### src/hw/fsa_pkg.sv
// shared constants and types for the fault status and acknowledge block
package fsa_pkg;
	localparam int unsigned FSA_CLK_HZ = 50_000_000;
	localparam int unsigned FSA_BLINK_HALF_MS = 250;
	localparam int unsigned FSA_BLINK_HALF_CYC = FSA_CLK_HZ / 1000 * FSA_BLINK_HALF_MS;
	localparam int unsigned FSA_STARTUP_CYC = 1024;
	localparam int unsigned FSA_LOWV_MV = 11000;
	localparam logic [15:0] FSA_STEP_LIM = 16'h0010;
	localparam logic [15:0] FSA_DIFF_RST = 16'h0000;
	localparam logic [7:0] FSA_CTRL_OFF = 8'h00;
	localparam logic [7:0] FSA_CMD_OFF = 8'h04;
	localparam logic [7:0] FSA_CFG_OFF = 8'h08;
	localparam logic [7:0] FSA_LEVEL_OFF = 8'h0C;
	localparam logic [7:0] FSA_STATUS_OFF = 8'h10;
	localparam int unsigned FSA_CTRL_AUTO = 0;
	localparam int unsigned FSA_CTRL_ACCESS = 1;
	localparam int unsigned FSA_CMD_ACK = 0;
	localparam int unsigned FSA_CMD_LAUNCH = 1;
	localparam int unsigned FSA_CMD_UPD_OK = 2;
	localparam logic [1:0] FSA_CTRL_RST = 2'h0;
	localparam logic [7:0] FSA_CFG_RST = 8'h00;
	localparam logic [1:0] FSA_LEVEL_RST = 2'h0;
	localparam logic [1:0] FSA_LEVEL_MASTER = 2'h3;
	localparam logic [3:0] FSA_DEV_NONE = 4'h0;
	localparam logic [3:0] FSA_DEV_UNKNOWN = 4'hF;
	localparam logic [31:0] FSA_ZERO = 32'h0000_0000;
	typedef enum {FSA_UPD_IDLE, FSA_UPD_WAIT} fsa_upd_t;
	function automatic logic fsa_hit(input logic [31:0] addr, input logic [7:0] off);
		return (addr[31:8] == 24'h00_0000) && (addr[7:0] == off);
	endfunction
endpackage

### src/hw/fsa_edge.sv
// rising edge detector with a registered one-cycle pulse
module fsa_edge
	import fsa_pkg::*;
(
	input wire logic clock,
	input wire logic rst_n,
	input wire logic clk_en,
	input wire logic level,
	output logic pulse
);
	logic prev_q;
	logic pulse_q;
	// prev starts high so a source held through reset gives no edge
	always_ff @(posedge clock) begin
		if (!rst_n) begin
			prev_q <= 1'b1;
			pulse_q <= 1'b0;
		end else if (clk_en) begin
			prev_q <= level;
			pulse_q <= level & ~prev_q;
		end
	end
	assign pulse = pulse_q;
endmodule // fsa_edge

### src/hw/fsa_blink.sv
// blink phase generator for the status lamp
module fsa_blink
	import fsa_pkg::*;
#(
	parameter int unsigned HALF_CYC = FSA_BLINK_HALF_CYC
) (
	input wire logic clock,
	input wire logic rst_n,
	input wire logic clk_en,
	output logic phase
);
	logic [23:0] cnt_q;
	logic ph_q;
	logic wrap_w;
	assign wrap_w = (cnt_q == 24'(HALF_CYC - 1));
	always_ff @(posedge clock) begin
		if (!rst_n) begin
			cnt_q <= 24'h00_0000;
			ph_q <= 1'b1;
		end else if (clk_en) begin
			cnt_q <= wrap_w ? 24'h00_0000 : cnt_q + 24'h00_0001;
			ph_q <= wrap_w ? ~ph_q : ph_q;
		end
	end
	assign phase = ph_q;
endmodule // fsa_blink

### src/hw/fsa_top.sv
// fault latching, acknowledge, status lamp and update sequencing
//
// The implementer's own choices: the APB register port and the address map.
module fsa_top
	import fsa_pkg::*;
#(
	parameter int unsigned BLINK_HALF_CYC = FSA_BLINK_HALF_CYC
) (
	input wire logic clock,
	input wire logic rst_n,
	input wire logic clk_en,
	input wire logic psel,
	input wire logic penable,
	input wire logic pwrite,
	input wire logic [31:0] paddr,
	input wire logic [31:0] pwdata,
	output logic [31:0] prdata,
	output logic pready,
	output logic pslverr,
	input wire logic btn_open,
	input wire logic btn_close,
	input wire logic reset_in,
	input wire logic supply_low,
	input wire logic step_cmd,
	input wire logic step_fb,
	input wire logic over_temp,
	input wire logic over_current,
	input wire logic ref_fail,
	input wire logic ref_done,
	input wire logic overload,
	input wire logic critical,
	input wire logic [3:0] actuator_id,
	output logic lamp_red,
	output logic lamp_green,
	output logic error_out,
	output logic error_led,
	output logic restart_req,
	output logic ref_run_start
);
	logic pready_q;
	logic pslverr_q;
	logic [31:0] prdata_q;
	logic [1:0] ctrl_q;
	logic [7:0] cfg_q;
	logic [1:0] level_q;
	logic svc_q;
	logic sl_q;
	logic ot_q;
	logic lv_q;
	logic oc_q;
	logic rf_q;
	logic crit_q;
	logic warn_q;
	logic conf_q;
	logic ref_req_q;
	logic slow_q;
	logic refused_q;
	logic [10:0] su_cnt_q;
	logic [15:0] diff_q;
	fsa_upd_t upd_q;
	logic lamp_red_q;
	logic lamp_green_q;
	logic error_out_q;
	logic restart_q;
	logic ref_start_q;
	logic btn_p;
	logic rst_p;
	logic ph;

	// a flag sets on its cause; an accepted pulse clears it only once the cause is gone
	function automatic logic fsa_flag(input logic q, input logic cause, input logic ack);
		return cause | (q & ~(ack & ~cause));
	endfunction

	fsa_edge u_btn_edge (
		.clock(clock),
		.rst_n(rst_n),
		.clk_en(clk_en),
		.level(btn_open & btn_close),
		.pulse(btn_p)
	);

	fsa_edge u_rst_edge (
		.clock(clock),
		.rst_n(rst_n),
		.clk_en(clk_en),
		.level(reset_in),
		.pulse(rst_p)
	);

	fsa_blink #(
		.HALF_CYC(BLINK_HALF_CYC)
	) u_blink (
		.clock(clock),
		.rst_n(rst_n),
		.clk_en(clk_en),
		.phase(ph)
	);

	// bus decode
	logic setup_w;
	logic wr_w;
	logic hit_ctrl;
	logic hit_cmd;
	logic hit_cfg;
	logic hit_level;
	logic hit_status;
	logic hit_any;
	logic [31:0] status_w;
	logic [31:0] rdata_w;
	assign setup_w = psel & ~penable;
	assign wr_w = psel & penable & pready_q & pwrite;
	assign hit_ctrl = fsa_hit(paddr, FSA_CTRL_OFF);
	assign hit_cmd = fsa_hit(paddr, FSA_CMD_OFF);
	assign hit_cfg = fsa_hit(paddr, FSA_CFG_OFF);
	assign hit_level = fsa_hit(paddr, FSA_LEVEL_OFF);
	assign hit_status = fsa_hit(paddr, FSA_STATUS_OFF);
	assign hit_any = hit_ctrl | hit_cmd | hit_cfg | hit_level | hit_status;
	assign status_w = {18'h0_0000, lamp_green_q, lamp_red_q, upd_q == FSA_UPD_WAIT, refused_q,
		slow_q, ref_req_q, conf_q, warn_q, crit_q, rf_q, oc_q, lv_q, ot_q, sl_q};
	assign rdata_w = hit_ctrl ? {30'h0000_0000, ctrl_q} :
		hit_cfg ? {24'h00_0000, cfg_q} :
		hit_level ? {30'h0000_0000, level_q} :
		hit_status ? status_w : FSA_ZERO;

	// update command decode
	logic auto_w;
	logic refuse_w;
	logic launch_w;
	logic launch_ok;
	logic upd_ok_w;
	logic slverr_w;
	assign auto_w = ctrl_q[FSA_CTRL_AUTO];
	assign refuse_w = ctrl_q[FSA_CTRL_ACCESS] & (level_q != FSA_LEVEL_MASTER);
	assign launch_w = wr_w & hit_cmd & pwdata[FSA_CMD_LAUNCH];
	assign launch_ok = launch_w & ~refuse_w & (upd_q == FSA_UPD_IDLE);
	assign upd_ok_w = wr_w & hit_cmd & pwdata[FSA_CMD_UPD_OK] & (upd_q == FSA_UPD_WAIT);
	assign slverr_w = ~hit_any | (pwrite & hit_cmd & pwdata[FSA_CMD_LAUNCH] & refuse_w);

	always_ff @(posedge clock) begin
		if (!rst_n) begin
			pready_q <= 1'b0;
			pslverr_q <= 1'b0;
			prdata_q <= FSA_ZERO;
		end else if (clk_en) begin
			pready_q <= setup_w;
			pslverr_q <= setup_w & slverr_w;
			prdata_q <= (setup_w & ~pwrite) ? rdata_w : FSA_ZERO;
		end
	end

	always_ff @(posedge clock) begin
		if (!rst_n) begin
			ctrl_q <= FSA_CTRL_RST;
			cfg_q <= FSA_CFG_RST;
			level_q <= FSA_LEVEL_RST;
			svc_q <= 1'b0;
		end else if (clk_en) begin
			ctrl_q <= (wr_w & hit_ctrl) ? pwdata[1:0] : ctrl_q;
			cfg_q <= (wr_w & hit_cfg) ? pwdata[7:0] : cfg_q;
			level_q <= (wr_w & hit_level) ? pwdata[1:0] : level_q;
			svc_q <= wr_w & hit_cmd & pwdata[FSA_CMD_ACK];
		end
	end

	// acknowledge sources
	logic ack_err;
	logic ack_warn;
	logic ack_conf;
	assign ack_err = btn_p | rst_p | svc_q;
	assign ack_warn = (btn_p & ~auto_w) | rst_p;
	assign ack_conf = btn_p | rst_p;

	// step loss from commanded versus observed steps
	logic [15:0] diff_nx;
	logic [15:0] diff_abs;
	logic step_over;
	assign diff_nx = diff_q + {15'h0000, step_cmd} - {15'h0000, step_fb};
	assign diff_abs = diff_q[15] ? 16'(-diff_q) : diff_q;
	assign step_over = diff_abs > FSA_STEP_LIM;
	// the count that an acknowledge discards cannot hold the flag
	logic step_cause;
	assign step_cause = step_over & ~ack_err;

	always_ff @(posedge clock) begin
		if (!rst_n) begin
			diff_q <= FSA_DIFF_RST;
		end else if (clk_en) begin
			diff_q <= ack_err ? FSA_DIFF_RST : diff_nx;
		end
	end

	// start-up supply watch
	logic su_busy;
	assign su_busy = su_cnt_q != 11'(FSA_STARTUP_CYC);

	always_ff @(posedge clock) begin
		if (!rst_n) begin
			su_cnt_q <= 11'h000;
			slow_q <= 1'b0;
		end else if (clk_en) begin
			su_cnt_q <= su_busy ? su_cnt_q + 11'h001 : su_cnt_q;
			slow_q <= slow_q | (su_busy & supply_low);
		end
	end

	// fault and warning flags
	always_ff @(posedge clock) begin
		if (!rst_n) begin
			sl_q <= 1'b0;
			ot_q <= 1'b0;
			lv_q <= 1'b0;
			oc_q <= 1'b0;
			rf_q <= 1'b0;
			crit_q <= 1'b0;
			warn_q <= 1'b0;
			conf_q <= 1'b0;
		end else if (clk_en) begin
			sl_q <= fsa_flag(sl_q, step_cause, ack_err);
			ot_q <= fsa_flag(ot_q, over_temp, ack_err);
			lv_q <= fsa_flag(lv_q, supply_low, ack_err);
			oc_q <= fsa_flag(oc_q, over_current, ack_err);
			rf_q <= fsa_flag(rf_q, ref_fail, ack_err);
			crit_q <= crit_q | critical;
			warn_q <= fsa_flag(warn_q, overload, ack_warn);
			conf_q <= (svc_q & ((ot_q & ~over_temp) | (oc_q & ~over_current))) | (conf_q & ~ack_conf);
		end
	end

	// firmware update sequencing
	always_ff @(posedge clock) begin
		if (!rst_n) begin
			upd_q <= FSA_UPD_IDLE;
			restart_q <= 1'b0;
			ref_start_q <= 1'b0;
			ref_req_q <= 1'b0;
			refused_q <= 1'b0;
		end else if (clk_en) begin
			restart_q <= launch_ok;
			ref_start_q <= upd_ok_w;
			ref_req_q <= upd_ok_w | (ref_req_q & ~ref_done);
			refused_q <= (launch_w & refuse_w) | (refused_q & ~launch_ok);
			case (upd_q)
				FSA_UPD_IDLE: begin
					upd_q <= launch_ok ? FSA_UPD_WAIT : FSA_UPD_IDLE;
				end
				FSA_UPD_WAIT: begin
					upd_q <= upd_ok_w ? FSA_UPD_IDLE : FSA_UPD_WAIT;
				end
				default: begin
					upd_q <= FSA_UPD_IDLE;
				end
			endcase
		end
	end

	// lamp colour selection
	logic err_any;
	logic dev_bad;
	logic orange_w;
	logic red_d;
	logic green_d;
	assign err_any = sl_q | ot_q | lv_q | oc_q | rf_q | crit_q;
	assign dev_bad = (cfg_q[3:0] == FSA_DEV_NONE) | (cfg_q[3:0] == FSA_DEV_UNKNOWN) | (actuator_id != cfg_q[7:4]);
	assign orange_w = warn_q | dev_bad | conf_q | ref_req_q;
	assign red_d = slow_q ? ph : (err_any | orange_w) & ph;
	assign green_d = slow_q ? ~ph : ~err_any & ph;

	always_ff @(posedge clock) begin
		if (!rst_n) begin
			lamp_red_q <= 1'b0;
			lamp_green_q <= 1'b0;
			error_out_q <= 1'b0;
		end else if (clk_en) begin
			lamp_red_q <= red_d;
			lamp_green_q <= green_d;
			error_out_q <= auto_w & err_any;
		end
	end

	assign prdata = prdata_q;
	assign pready = pready_q;
	assign pslverr = pslverr_q;
	assign lamp_red = lamp_red_q;
	assign lamp_green = lamp_green_q;
	assign error_out = error_out_q;
	assign error_led = error_out_q;
	assign restart_req = restart_q;
	assign ref_run_start = ref_start_q;
endmodule // fsa_top

### config.mk
export PLATFORM = sky130hd
export DESIGN_NAME = fsa_top
export DESIGN_NICKNAME = d
export VERILOG_FILES = /design/src/hw/fsa_pkg.sv /design/src/hw/fsa_edge.sv /design/src/hw/fsa_blink.sv /design/src/hw/fsa_top.sv
export SDC_FILE = /design/constraint.sdc
export NUM_CORES = 1
export LEC_CHECK = 0
export BUFFER_PORTS_ARGS = -buffer_cell sky130_fd_sc_hd__buf_2
export CORE_ASPECT_RATIO = 1.75
export CORE_UTILIZATION = 28
export CTS_CLUSTER_DIAMETER = 50
export DETAILED_ROUTE_END_ITERATION = 8
export PLACE_DENSITY = 0.56
export SLEW_MARGIN = 20
export SYNTH_ARGS = -nofsm -noshare
export SYNTH_HDL_FRONTEND = slang
export SYNTH_SLANG_ARGS = --single-unit
### constraint.sdc
create_clock -name clock -period 4.3 [get_ports clock]
set_clock_uncertainty 0.15 [all_clocks]
set_input_delay 0.43 -clock clock [delete_from_list [all_inputs] [get_ports clock]]
set_output_delay 0.43 -clock clock [all_outputs]
set_load 0.01 [all_outputs]
Word level (Yosys, flattened, before mapping):

Cells that the tools add are included.

* word-level logic and storage cells: 181
* output and inout bits: 40
* flip-flop bits (word level): 151
* input port bits: 86

* mux-type cells: 13
* bitwise gates (word level): 104
* reductions and logical operators: 15
* eq/ne operators: 11
* $lt $le $gt $ge: 1
* add/subtract/negate cells: 5

Operator list (count)
* two-way mux 14 bit: 5
* zero test 32 bit: 2
* bitwise AND 1 bit: 48
* == test 32 x 1 -> 1 bit (second input constant): 1
* == test 32 x 2 -> 1 bit (second input constant): 1
* two-way mux 16 bit: 2
* bitwise OR 1 bit: 31
* NOT 1 bit: 25
* adder 24 x 1 -> 24 bit (second input constant): 1
* == test 24 bit (second input constant): 1
* zero test 24 bit: 1
* two-way mux 24 bit: 1
* adder 16 x 1 -> 16 bit: 1
* == test 8 x 4 -> 1 bit (second input constant): 2
* > comparator 16 x 5 -> 1 bit (second input constant): 1
* negation 16 bit: 1
* subtractor 16 x 1 -> 16 bit: 1
* adder 11 x 1 -> 11 bit (second input constant): 1
* inequality test 11 bit (second input constant): 1
* AND reduction 2 bit: 5
* == test 8 x 3 -> 1 bit (second input constant): 1
* == test 8 x 5 -> 1 bit (second input constant): 1
* zero test 8 bit: 1
* logical AND 1 bit: 5
* other kinds (6): 9

Longest topological paths before layout:

Gate-level depths: netlist of run 1.

* word-level depth: 10
* gate-level depth with buffers: 13
* depth with buffers taken out: 13

Modules after synthesis:

A second synthesis of run 1 with hierarchy kept.

* cell total of the unflattened synthesis: 692
* area, all modules: 5871.9 sq um

Modules (own cells, without submodules)
* fsa_top: instances 1, cells an instance 538, area each 4524.3 sq um, sequential area each 1461.4 sq um
* fsa_blink: instances 1, cells an instance 140, area each 1199.9 sq um, sequential area each 500.5 sq um
* fsa_edge: instances 2, cells an instance 7, area each 73.8 sq um, sequential area each 40.0 sq um

Least setup slack after synthesis of run 1:

No wires, ideal clock.

* path kind: in2reg
* start point: input port step_fb
* end point: register diff_q[12]
* stages: 12
* buffers on the path: 0
* data arrival time: 2.668 ns
* setup slack: 1.357 ns
* cells stage by stage: ha_1 > inv_1 > ha_1 > fa_1 > nor2b_1 > o311ai_0 > a221oi_1 > a211oi_1 > or2_2 > o21ai_0 > xnor2_1 > o21ai_0

* cells in the longest elaborated chain, start to end: 2

RTL lines
* start, declared: line fsa_top.sv:25 `input wire logic step_fb,`
* subtractor 16 x 1 -> 16 bit: line fsa_top.sv:178 `assign diff_nx = diff_q + {15'h0000, step_cmd} - {15'h0000, step_fb};`
* two-way mux 16 bit: line fsa_top.sv:189 `diff_q <= ack_err ? FSA_DIFF_RST : diff_nx;`
* end signal, assigned: line fsa_top.sv:189
* end, declared: line fsa_top.sv:59 `logic [15:0] diff_q;`

No other way between the ends.
A chain may end at the register's enable or synchronous reset.

Worst setup path in the final report of run 1:

* start point: register diff_q[0]
* end point: register diff_q[12]

* cells in the longest elaborated chain, start to end: 3

RTL lines (line)
* adder 16 x 1 -> 16 bit: fsa_top.sv:178
* subtractor 16 x 1 -> 16 bit: fsa_top.sv:178
* two-way mux 16 bit: fsa_top.sv:189

No other way between the ends.

==> impl_metrics.tcl, run 1 <==
set metrics [dict create \
    status "complete, no violations" \
    timing.max_slew.rel_slack 0.388 \
    netlist-cell-type-count 56 \
    startpoint "diff_q[0]" \
    post_cts_resized 0 \
    r2r_slack_ns 1.06 \
    placedCellCount 976 \
    drtPass1Iterations 5 \
    cp-start-kind "register" \
    grt_usage 0.143 \
    antenna_found_initial 0 \
    crit_path_end_kind "register" \
    postSynthCellCount 669 \
    first_global_vias 4842 \
    yosys.area.top_type "dfxtp_1" \
    ir_drop_mv 0.272 \
    cap_violations 0 \
    synth_common_cells "102 x dfxtp_1, 68 x nand2_1, 54 x nor2_1" \
    die-area_um2 20700 \
    wirelength_um 13900 \
    instances_no_fill 992 \
    worstReg2RegEnd "diff_q[12]" \
    area_growth_pct 16.2 \
    synth_mux_area_frac 0.0302 \
    hold_path.class "in2reg" \
    via_count 4769 \
    cp.required_ns 4.37 \
    r2r_cells 13 \
    synth-simple-area-share 0.249 \
    dpl.hpwl_um 10600 \
    drv_slew 0 \
    gp_congestion 0.789 \
    synthFlopType "dfxtp_1" \
    cts-buffers-inserted 9 \
    yosysMostFrequentCell "dfxtp_1" \
    min_period_over_period 0.753 \
    drt_iter0_markers 166 \
    critPathKind "reg2reg" \
    tns_ns 0 \
    overflow 0 \
    postRouteAntennaNets 0 \
    start_util 0.285 \
    avgSynthCellArea_um2 8.41 \
    tightest_slew_ns 0.915 \
    coreArea_um2 19700 \
    drive_gt1_frac 0.145 \
    clock_latency_ns 0.35 \
    wl_per_cell_um 14.0 \
    portBuffers 83 \
    async_flop_share 0 \
    synth_top_family_by_area "simple AND/OR/NAND/NOR gates" \
    grt_max_degree 61 \
    yosys_warnings 0 \
    clockBufferDepth 2 \
    synthAdderAreaFrac 0.0747 \
    post_drt_via_cell_ratio 4.81 \
    seq_area_frac_synth 0.363 \
    syn_area_um2 5630 \
    synth_area_leaders "dfxtp_1 36%, ha_1 7.1%, nor2b_1 4.7%" \
    synth_edf_count 0 \
    tritoncts "built" \
    fmaxAchievable_ghz 0.309 \
    rows 68 \
    crit_end "diff_q[12]" \
    fp.dieH_um 190 \
    post_cts.repair.setup_buffers 0 \
    finalSetupViolCount 0 \
    grt_pass1_wl_um 23300 \
    synth_xor_area_frac 0.0763 \
    ys_seq_elements 102 \
    clk_pin_slew_worst_paths_ns 0.07 \
    antenna_cells 0 \
    timing.final.hold_violations 0 \
    nFillCells 2140 \
    htree_levels 3 \
    clock_sinks 102 \
    worstPathMaxFanout 3 \
    p_leak_nw 2.57 \
    synth-compound-area-share 0.144 \
    cts_root_buf "clkbuf_16" \
    fp.dieW_um 109 \
    synth_top_area_share 0.363 \
    min_period_ns 3.24 \
    r2r-start "diff_q[0]" \
    holdBufCountCts 0 \
    rsz0062_at_grt "false" \
    ios 126 \
    fin_nets 861 \
    powerDensity_nw_per_um2 533 \
    critPathArrivalTime_ns 3.31 \
    drcViolationCount 0 \
]
report_power, final:
| part | internal [mW] | total [mW] | switching [mW] | leakage [nW] |
|---|---|---|---|---|
| Clock | 0.530 | 0.892 | 0.362 | 0.157 |
| Combinational | 0.660 | 1.47 | 0.808 | 1.58 |
| Sequential | 1.02 | 1.12 | 0.101 | 0.829 |
| Total | 2.21 | 3.48 | 1.27 | 2.57 |
metal layers:
metal  track usage  vias up  wire length, um
met2         0.279       81             7630
li1              -     2440                -
met1         0.147     2226             5510
met4        0.0559        0              344
met5             0        -                0
met3        0.0240       22              373
how the worst min path moves through the flow:
stage                            startpoint                 to  slack, ns  cells past startpoint
after detailed placement          prdata[1]          prdata[1]       0.28                      2
after global routing              pwdata[4]           cfg_q[4]       0.19                      3
after floorplan           u_rst_edge.prev_q  u_rst_edge.prev_q       0.28                      2
final                              ref_fail               rf_q       0.18                      2
after CTS                          ref_fail               rf_q       0.17                      2
after global placement            prdata[1]          prdata[1]       0.28                      2
flip-flops by register name (all words and copies together) (netlist names), 2 cells and up:
| name | cells |
|---|---|
| u_blink.cnt_q | 24 |
| ctrl_q | 2 |
| su_cnt_q | 11 |
| diff_q | 16 |
| cfg_q | 8 |
| prdata | 14 |
| level_q | 2 |
kinds of logic (layout without fill, tap and decap cells):
logic type,count (synthesis),in the layout
AND/OR/NAND/NOR,274,274
flip-flops,102,102
AO/OA/AOI/OAI,119,119
multiplexers,17,17
other,1,18
adder cells (fa/ha/maj),33,33
buffers and inverters,74,135
XOR/XNOR,49,49
cell type report:
type / instances / area, um^2 / area share
timing repair buffer: 87 / 445 / 0.0681
tap: 245 / 307 / 0.0469
inverter: 32 / 120 / 0.0184
sequential: 102 / 2040 / 0.312
clock buffer: 12 / 246 / 0.0377
multi-input combinational: 510 / 3300 / 0.505
clock inverter: 4 / 77.6 / 0.0119
layout by cell type, fill, tap and decap left out, types with 6 or more instances in the layout:
cell type  instances
nor2_1            54
a21boi_0          12
nor2b_1           42
o22ai_1           10
ha_1              32
clkbuf_16          9
and3_1            15
nand4_1           12
dfxtp_1          102
mux2i_1           17
nand2_1           68
conb_1            18
and2_1            17
nand3_1           19
nor3_1            11
a21oi_1           24
buf_2             83
or3_1              8
xnor2_1           30
a22oi_1           12
o21ai_0           24
xor2_1            19
a31oi_1            6
inv_1             31
nor4_1            13
per-stage QoR:
stage	setup slack, ns	hold WS [ns]	total power, mW	cell area (um^2)	utilization
global placement	0.874	0.282	2.60	6210	0.315
finish	1.06	0.183	3.48	6540	0.331
detailed placement	0.869	0.284	2.61	6210	0.315
CTS	1.01	0.173	3.52	6540	0.331
floorplan	1.36	0.282	2.30	5690	-
global route	0.696	0.186	3.74	6540	0.331
worst max-delay path: stages (launching register included):
cell and delay (ns):
dfxtp_1 0.35, inv_1 0.07, ha_1 0.26, inv_1 0.04, ha_1 0.19, fa_1 0.40, nor2b_1 0.17, o311ai_0 0.43
a221oi_1 0.19, a211oi_1 0.33, or2_2 0.20, o21ai_0 0.10, xnor2_1 0.14, o21ai_0 0.08
No activity file was read; power rests on OpenSTA's default activity.
==> run 2: changes to the inputs <==
--- a/config.mk
+++ b/config.mk
@@ -10,7 +10,7 @@
 export CORE_UTILIZATION = 28
 export CTS_CLUSTER_DIAMETER = 50
 export DETAILED_ROUTE_END_ITERATION = 8
-export PLACE_DENSITY = 0.56
+export PLACE_DENSITY = 0.57
 export SLEW_MARGIN = 20
 export SYNTH_ARGS = -nofsm -noshare
 export SYNTH_HDL_FRONTEND = slang
==> constraint.sdc (replaced) <==
create_clock -name clock -period 2.9 [get_ports clock]
set_clock_uncertainty 0.15 [all_clocks]
set_input_delay 0.29 -clock clock [delete_from_list [all_inputs] [get_ports clock]]
set_output_delay 0.29 -clock clock [all_outputs]
set_load 0.01 [all_outputs]
==> impl_metrics.tcl, run 2 (synthesis gave the netlist of run 1 again) <==
set metrics [dict create \
    status "complete, no violations" \
    gp_congestion 0.823 \
    fmaxAchievable_ghz 0.362 \
    drt_iter0_markers 160 \
    cp-start-kind "register" \
    grtUsageMet1 0.140 \
    final_common_cell "dfxtp_1" \
    r2r_slack_ns 0.14 \
    p_sw_mw 1.98 \
    htree_levels 3 \
    drcViolationCount 0 \
    whs_endpoint "u_rst_edge.prev_q" \
    hold_path.class "in2reg" \
    critPathMaxStageDelay_ns 0.43 \
    post_drt_via_cell_ratio 4.82 \
    worstPathMaxFanout 3 \
    p_int_mw 3.31 \
    crit_family "simple AND/OR/NAND/NOR gates" \
    whs_ns 0.0182 \
    min_period_over_period 0.953 \
    drive_gt1_frac 0.175 \
    postLayoutCoreUtil 0.337 \
    start_util 0.285 \
    fin_nets 879 \
    tightest_slew_ns 0.792 \
    r2r-start "diff_q[0]" \
    combPwrFrac 0.484 \
    via_count 4864 \
    dpl.hpwl_um 10700 \
    min_period_ns 2.76 \
    largest_register "u_blink.cnt_q" \
    clk_pin_slew_worst_paths_ns 0.06 \
    overflow 0 \
    grt_use_met3 0.0233 \
    grt_pass1_wl_um 23100 \
    gr-usage-met2 0.279 \
    largest_register_ffs 24 \
    grt-busiest-layer "met2" \
    seqPwrFrac 0.312 \
    area_growth_pct 18.3 \
    fin_area_um2 6660 \
    cap_violations 0 \
    first_global_vias 4850 \
    coreArea_um2 19700 \
    cp.buffers_inverters 3 \
    clock_latency_ns 0.35 \
    antenna_found_initial 0 \
    cts_root_buf "clkbuf_16" \
    tritoncts "built" \
    final_cell_mix "100 x dfxtp_1, 83 x buf_2, 68 x nand2_1" \
    critPathArrivalTime_ns 2.91 \
    p_leak_nw 2.63 \
    holdBufCountCts 0 \
    clock_sinks 102 \
    crit_path_cell_trace "inv_1 -> ha_1 -> inv_1 -> ha_2 -> a21oi_1 -> or4_4 -> a21oi_2 -> o41ai_2 -> buf_4 -> o41ai_2 -> xnor2_1 -> or3_1 -> nand3_1" \
    critPathKind "reg2reg" \
    min-delay-start "reset_in" \
    powerDensity_nw_per_um2 795 \
    timing.max_slew.rel_slack 0.471 \
    r2r_cells 13 \
    drv_slew 0 \
    fp.dieH_um 190 \
    slowest_stage "or4_4" \
    postRouteAntennaNets 0 \
    antenna_cells 0 \
    grt_usage 0.142 \
    cp.required_ns 3.04 \
    finalSetupViolCount 0 \
    cts-buffers-inserted 9 \
    ios 126 \
    portBuffers 83 \
    die-area_um2 20700 \
    grt_max_degree 49 \
    rows 68 \
    ir_drop_mv 0.401 \
    worstReg2RegEnd "diff_q[15]" \
    p_clk_frac 0.205 \
    fp.dieW_um 109 \
    crit_path_end_kind "register" \
    dpl-instance-area_um2 6340 \
    swShare 0.374 \
    wl_per_cell_um 13.9 \
    clockBufferDepth 2 \
    wirelength_um 14100 \
    drtPass1Iterations 5 \
    hold_depth 3 \
    timing.final.hold_violations 0 \
]
==> run 2: worst register-to-register path, cell delays in order, from the launching register on <==
cell and delay (ns):
dfxtp_2 0.32, inv_1 0.05, ha_1 0.26, inv_1 0.06, ha_2 0.18, a21oi_1 0.09, or4_4 0.43, a21oi_2 0.18
o41ai_2 0.09, buf_4 0.16, o41ai_2 0.23, xnor2_1 0.12, or3_1 0.31, nand3_1 0.08
==> run 2: layer usage <==
metal  part of all wire  vias to the layer above
li1                   -                     2472
met1               0.39                     2268
met2               0.55                       96
met3              0.026                       28
met4              0.032                        0
met5                  0                        -
==> run 2: repair_timing <==
| action | in CTS | in global routing |
|---|---|---|
| pin swaps | 0 | 3 |
| gates resized for setup | 3 | 13 |
| setup endpoints to repair | 3 | 4 |
| buffers inserted | 0 | 1 |
==> run 2: power groups by stage <==
stage                     registers [mW]  clock network, mW  logic (mW)
after floorplan                     1.64                  0        1.78
after global placement              1.68                  0        2.37
after detailed placement            1.68                  0        2.38
after CTS                           1.65               1.11        2.43
after global routing                1.67               1.17        2.87
final                               1.65               1.08        2.56
==> run 2: area by class of cell <==
cell class                 count  area (um^2)
tap                          245          307
sequential                   102         2040
inverter                      32          120
clock buffer                  13          240
clock inverter                 2         10.0
multi-input combinational    510         3360
fill                        2091        13100
timing repair buffer         105          581
==> run 2: worst max-delay path by stage <==
stage	start	to	slack (ns)	cells after the start
3_3_place_gp	step_fb	diff_q[12]	-0.12	13
3_5_place_dp	step_fb	diff_q[12]	-0.17	13
5_1_grt	diff_q[0]	diff_q[14]	-0.03	13
6_report	diff_q[0]	diff_q[15]	0.14	13
2_1_floorplan	diff_q[0]	diff_q[12]	0.01	13
4_1_cts	diff_q[0]	diff_q[14]	0.04	13
==> run 2: per-stage QoR <==
step / setup TNS, ns / setup slack [ns] / std cells / power [mW]
2_1_floorplan: 0 / 0.0138 / 686 / 3.41
3_3_place_gp: -0.236 / -0.124 / 993 / 4.05
5_1_grt: -0.0355 / -0.0295 / 1009 / 5.70
3_5_place_dp: -0.380 / -0.172 / 993 / 4.05
6_report: 0 / 0.137 / 1009 / 5.29
4_1_cts: 0 / 0.0363 / 1008 / 5.19
==> run 3: changes to the inputs <==
--- a/config.mk
+++ b/config.mk
@@ -5,6 +5,7 @@
 export SDC_FILE = /design/constraint.sdc
 export NUM_CORES = 1
 export LEC_CHECK = 0
+export ABC_AREA = 1
 export BUFFER_PORTS_ARGS = -buffer_cell sky130_fd_sc_hd__buf_2
 export CORE_ASPECT_RATIO = 1.75
 export CORE_UTILIZATION = 28
==> impl_metrics.tcl, run 3 <==
set metrics [dict create \
    multi_input_area_um2 3460 \
    rsz0062_at_grt "false" \
    min_period_over_period 0.886 \
    fin_area_um2 7070 \
    cap_violations 0 \
    rows 71 \
    tns_ns 0 \
    clock_latency_ns 0.36 \
    avgSynthCellArea_um2 6.78 \
    area_growth_pct 15.3 \
    crit_path_end_kind "register" \
    first_global_vias 5802 \
    clk_pin_slew_worst_paths_ns 0.08 \
    area.sequential_um2 2040 \
    synthFlopType "dfxtp_1" \
    netlist-cell-type-count 48 \
    yosysMostFrequentCell "nand2_1" \
    fp.dieW_um 114 \
    grt_max_degree 54 \
    finalSetupViolCount 0 \
    fin_nets 1100 \
    drive_gt1_frac 0.138 \
    power.total_mw 4.86 \
    cts-buffers-inserted 9 \
    portBuffers 83 \
    drv_slew 0 \
    swShare 0.421 \
    r2r-start "diff_q[0]" \
    seqPwrFrac 0.336 \
    tritoncts "built" \
    clock_sinks 102 \
    crit_path_cell_trace "inv_1 -> ha_1 -> inv_1 -> ha_1 -> fa_1 -> inv_1 -> o21ai_0 -> nand4_1 -> nand2_1 -> nand2_1 -> nand3_1 -> a21oi_1" \
    yosys.area.top_type "dfxtp_1" \
    tightest_slew_ns 1.03 \
    nFillCells 2444 \
    cts_root_buf "clkbuf_16" \
    critPathMaxStageDelay_ns 0.43 \
    cp.buffers_inverters 3 \
    r2r_slack_ns 0.33 \
    critPathKind "reg2reg" \
    cp.required_ns 2.95 \
    clockBufferDepth 2 \
    wirelength_um 16800 \
    seq_area_frac_synth 0.333 \
    hold_path.class "in2reg" \
    r2r_cells 12 \
    synth_common_cells "206 x nand2_1, 114 x inv_1, 102 x dfxtp_1" \
    slowest_stage "o21ai_0" \
    p_int_mw 2.82 \
    worstPathMaxFanout 5 \
    htree_levels 3 \
    timing.final.hold_violations 0 \
    final_common_cell "nand2_1" \
    min-delay-start "ref_fail" \
    grt_pass1_wl_um 27400 \
    combPwrFrac 0.421 \
    drtPass1Iterations 4 \
    dpl-instance-area_um2 6790 \
    ir_drop_mv 0.299 \
    crit_family "adder cells" \
    p_leak_nw 3.04 \
    largest_register_ffs 24 \
    gp_congestion 0.864 \
    postSynthCellCount 904 \
    holdBufCountCts 0 \
    p_clk_frac 0.243 \
    die-area_um2 22500 \
    powerDensity_nw_per_um2 688 \
    post_drt_via_cell_ratio 4.65 \
    min_period_ns 2.57 \
    fp.dieH_um 198 \
    fmaxAchievable_ghz 0.389 \
    start_util 0.285 \
    synth_edf_count 0 \
    critPathArrivalTime_ns 2.62 \
    dpl.hpwl_um 13100 \
    final_cell_mix "206 x nand2_1, 114 x inv_1, 102 x dfxtp_1" \
    yosys_warnings 0 \
    drcViolationCount 0 \
    syn_area_um2 6130 \
    hold_depth 3 \
    synth_top_area_share 0.333 \
    largest_register "u_blink.cnt_q" \
    drt_iter0_markers 199 \
    coreArea_um2 21500 \
    antenna_found_initial 0 \
    post_cts.repair.setup_buffers 0 \
    status "complete, no violations" \
    antenna_cells 0 \
    cp-start-kind "register" \
    async_flop_share 0 \
    postRouteAntennaNets 0 \
    post_cts_resized 0 \
    overflow 0 \
    ys_seq_elements 102 \
    timing.max_slew.rel_slack 0.310 \
    wl_per_cell_um 13.2 \
    whs_endpoint "rf_q" \
    p_sw_mw 2.05 \
    worstReg2RegEnd "diff_q[10]" \
    whs_ns 0.0308 \
    ios 126 \
    synth_area_leaders "dfxtp_1 33%, nand2_1 13%, a21oi_1 7.9%" \
    grt_usage 0.155 \
    via_count 5949 \
    cpMostUsedCell "inv_1" \
]
==> run 3: tightest hold or removal path: cells and delay by family <==
kind,cells,cell delay (ns)
AO/OA/AOI/OAI,1,0.06
AND/OR/NAND/NOR,1,0.06
buffers and inverters,1,0.09
==> run 3: cells by family after synthesis <==
kind of cell | synth area share
buf+inv | 0.112
other cells | 0.000612
fa+ha+maj | 0.0686
flops | 0.333
simple gates | 0.316
compound gates | 0.152
xor+xnor | 0.0171
==> run 3: worst max-delay path by stage <==
| stage | from | to | cells after the start |
|---|---|---|---|
| 6_report | diff_q[0] | diff_q[10] | 12 |
| 5_1_grt | diff_q[0] | diff_q[10] | 12 |
| 4_1_cts | diff_q[0] | diff_q[10] | 12 |
| 3_5_place_dp | diff_q[0] | diff_q[10] | 12 |
| 3_3_place_gp | diff_q[0] | diff_q[10] | 12 |
| 2_1_floorplan | diff_q[0] | diff_q[12] | 14 |
==> run 3: metal layers <==
layer / vias up / GRT usage / part of all wire
met5: - / 0 / 0
met4: 0 / 0.0784 / 0.035
met3: 34 / 0.0165 / 0.026
met2: 126 / 0.313 / 0.55
met1: 2713 / 0.152 / 0.39
li1: 3076 / - / -
==> run 3: final cells by class <==
cell class,instances,area share
Multi-Input combinational cell,658,0.490
Sequential cell,102,0.289
Timing Repair Buffer,89,0.0651
Inverter,121,0.0646
Tap cell,292,0.0517
Clock buffer,9,0.0319
Clock inverter,7,0.00814
==> run 3: per-stage QoR <==
step	util	setup slack (ns)	cells
5_1_grt	0.329	0.0964	1278
6_report	0.329	0.331	1278
2_1_floorplan	-	0.642	921
4_1_cts	0.329	0.337	1278
3_3_place_gp	0.316	0.332	1262
3_5_place_dp	0.316	0.325	1262
==> run 3: power by group through the flow <==
stage               Sequential (mW)  Combinational, mW  Clock, mW
floorplan                      1.60               1.58          0
global placement               1.67               2.03          0
detailed placement             1.67               2.04          0
CTS                            1.64               2.05       1.22
global route                   1.65               2.32       1.27
finish                         1.64               2.05       1.18
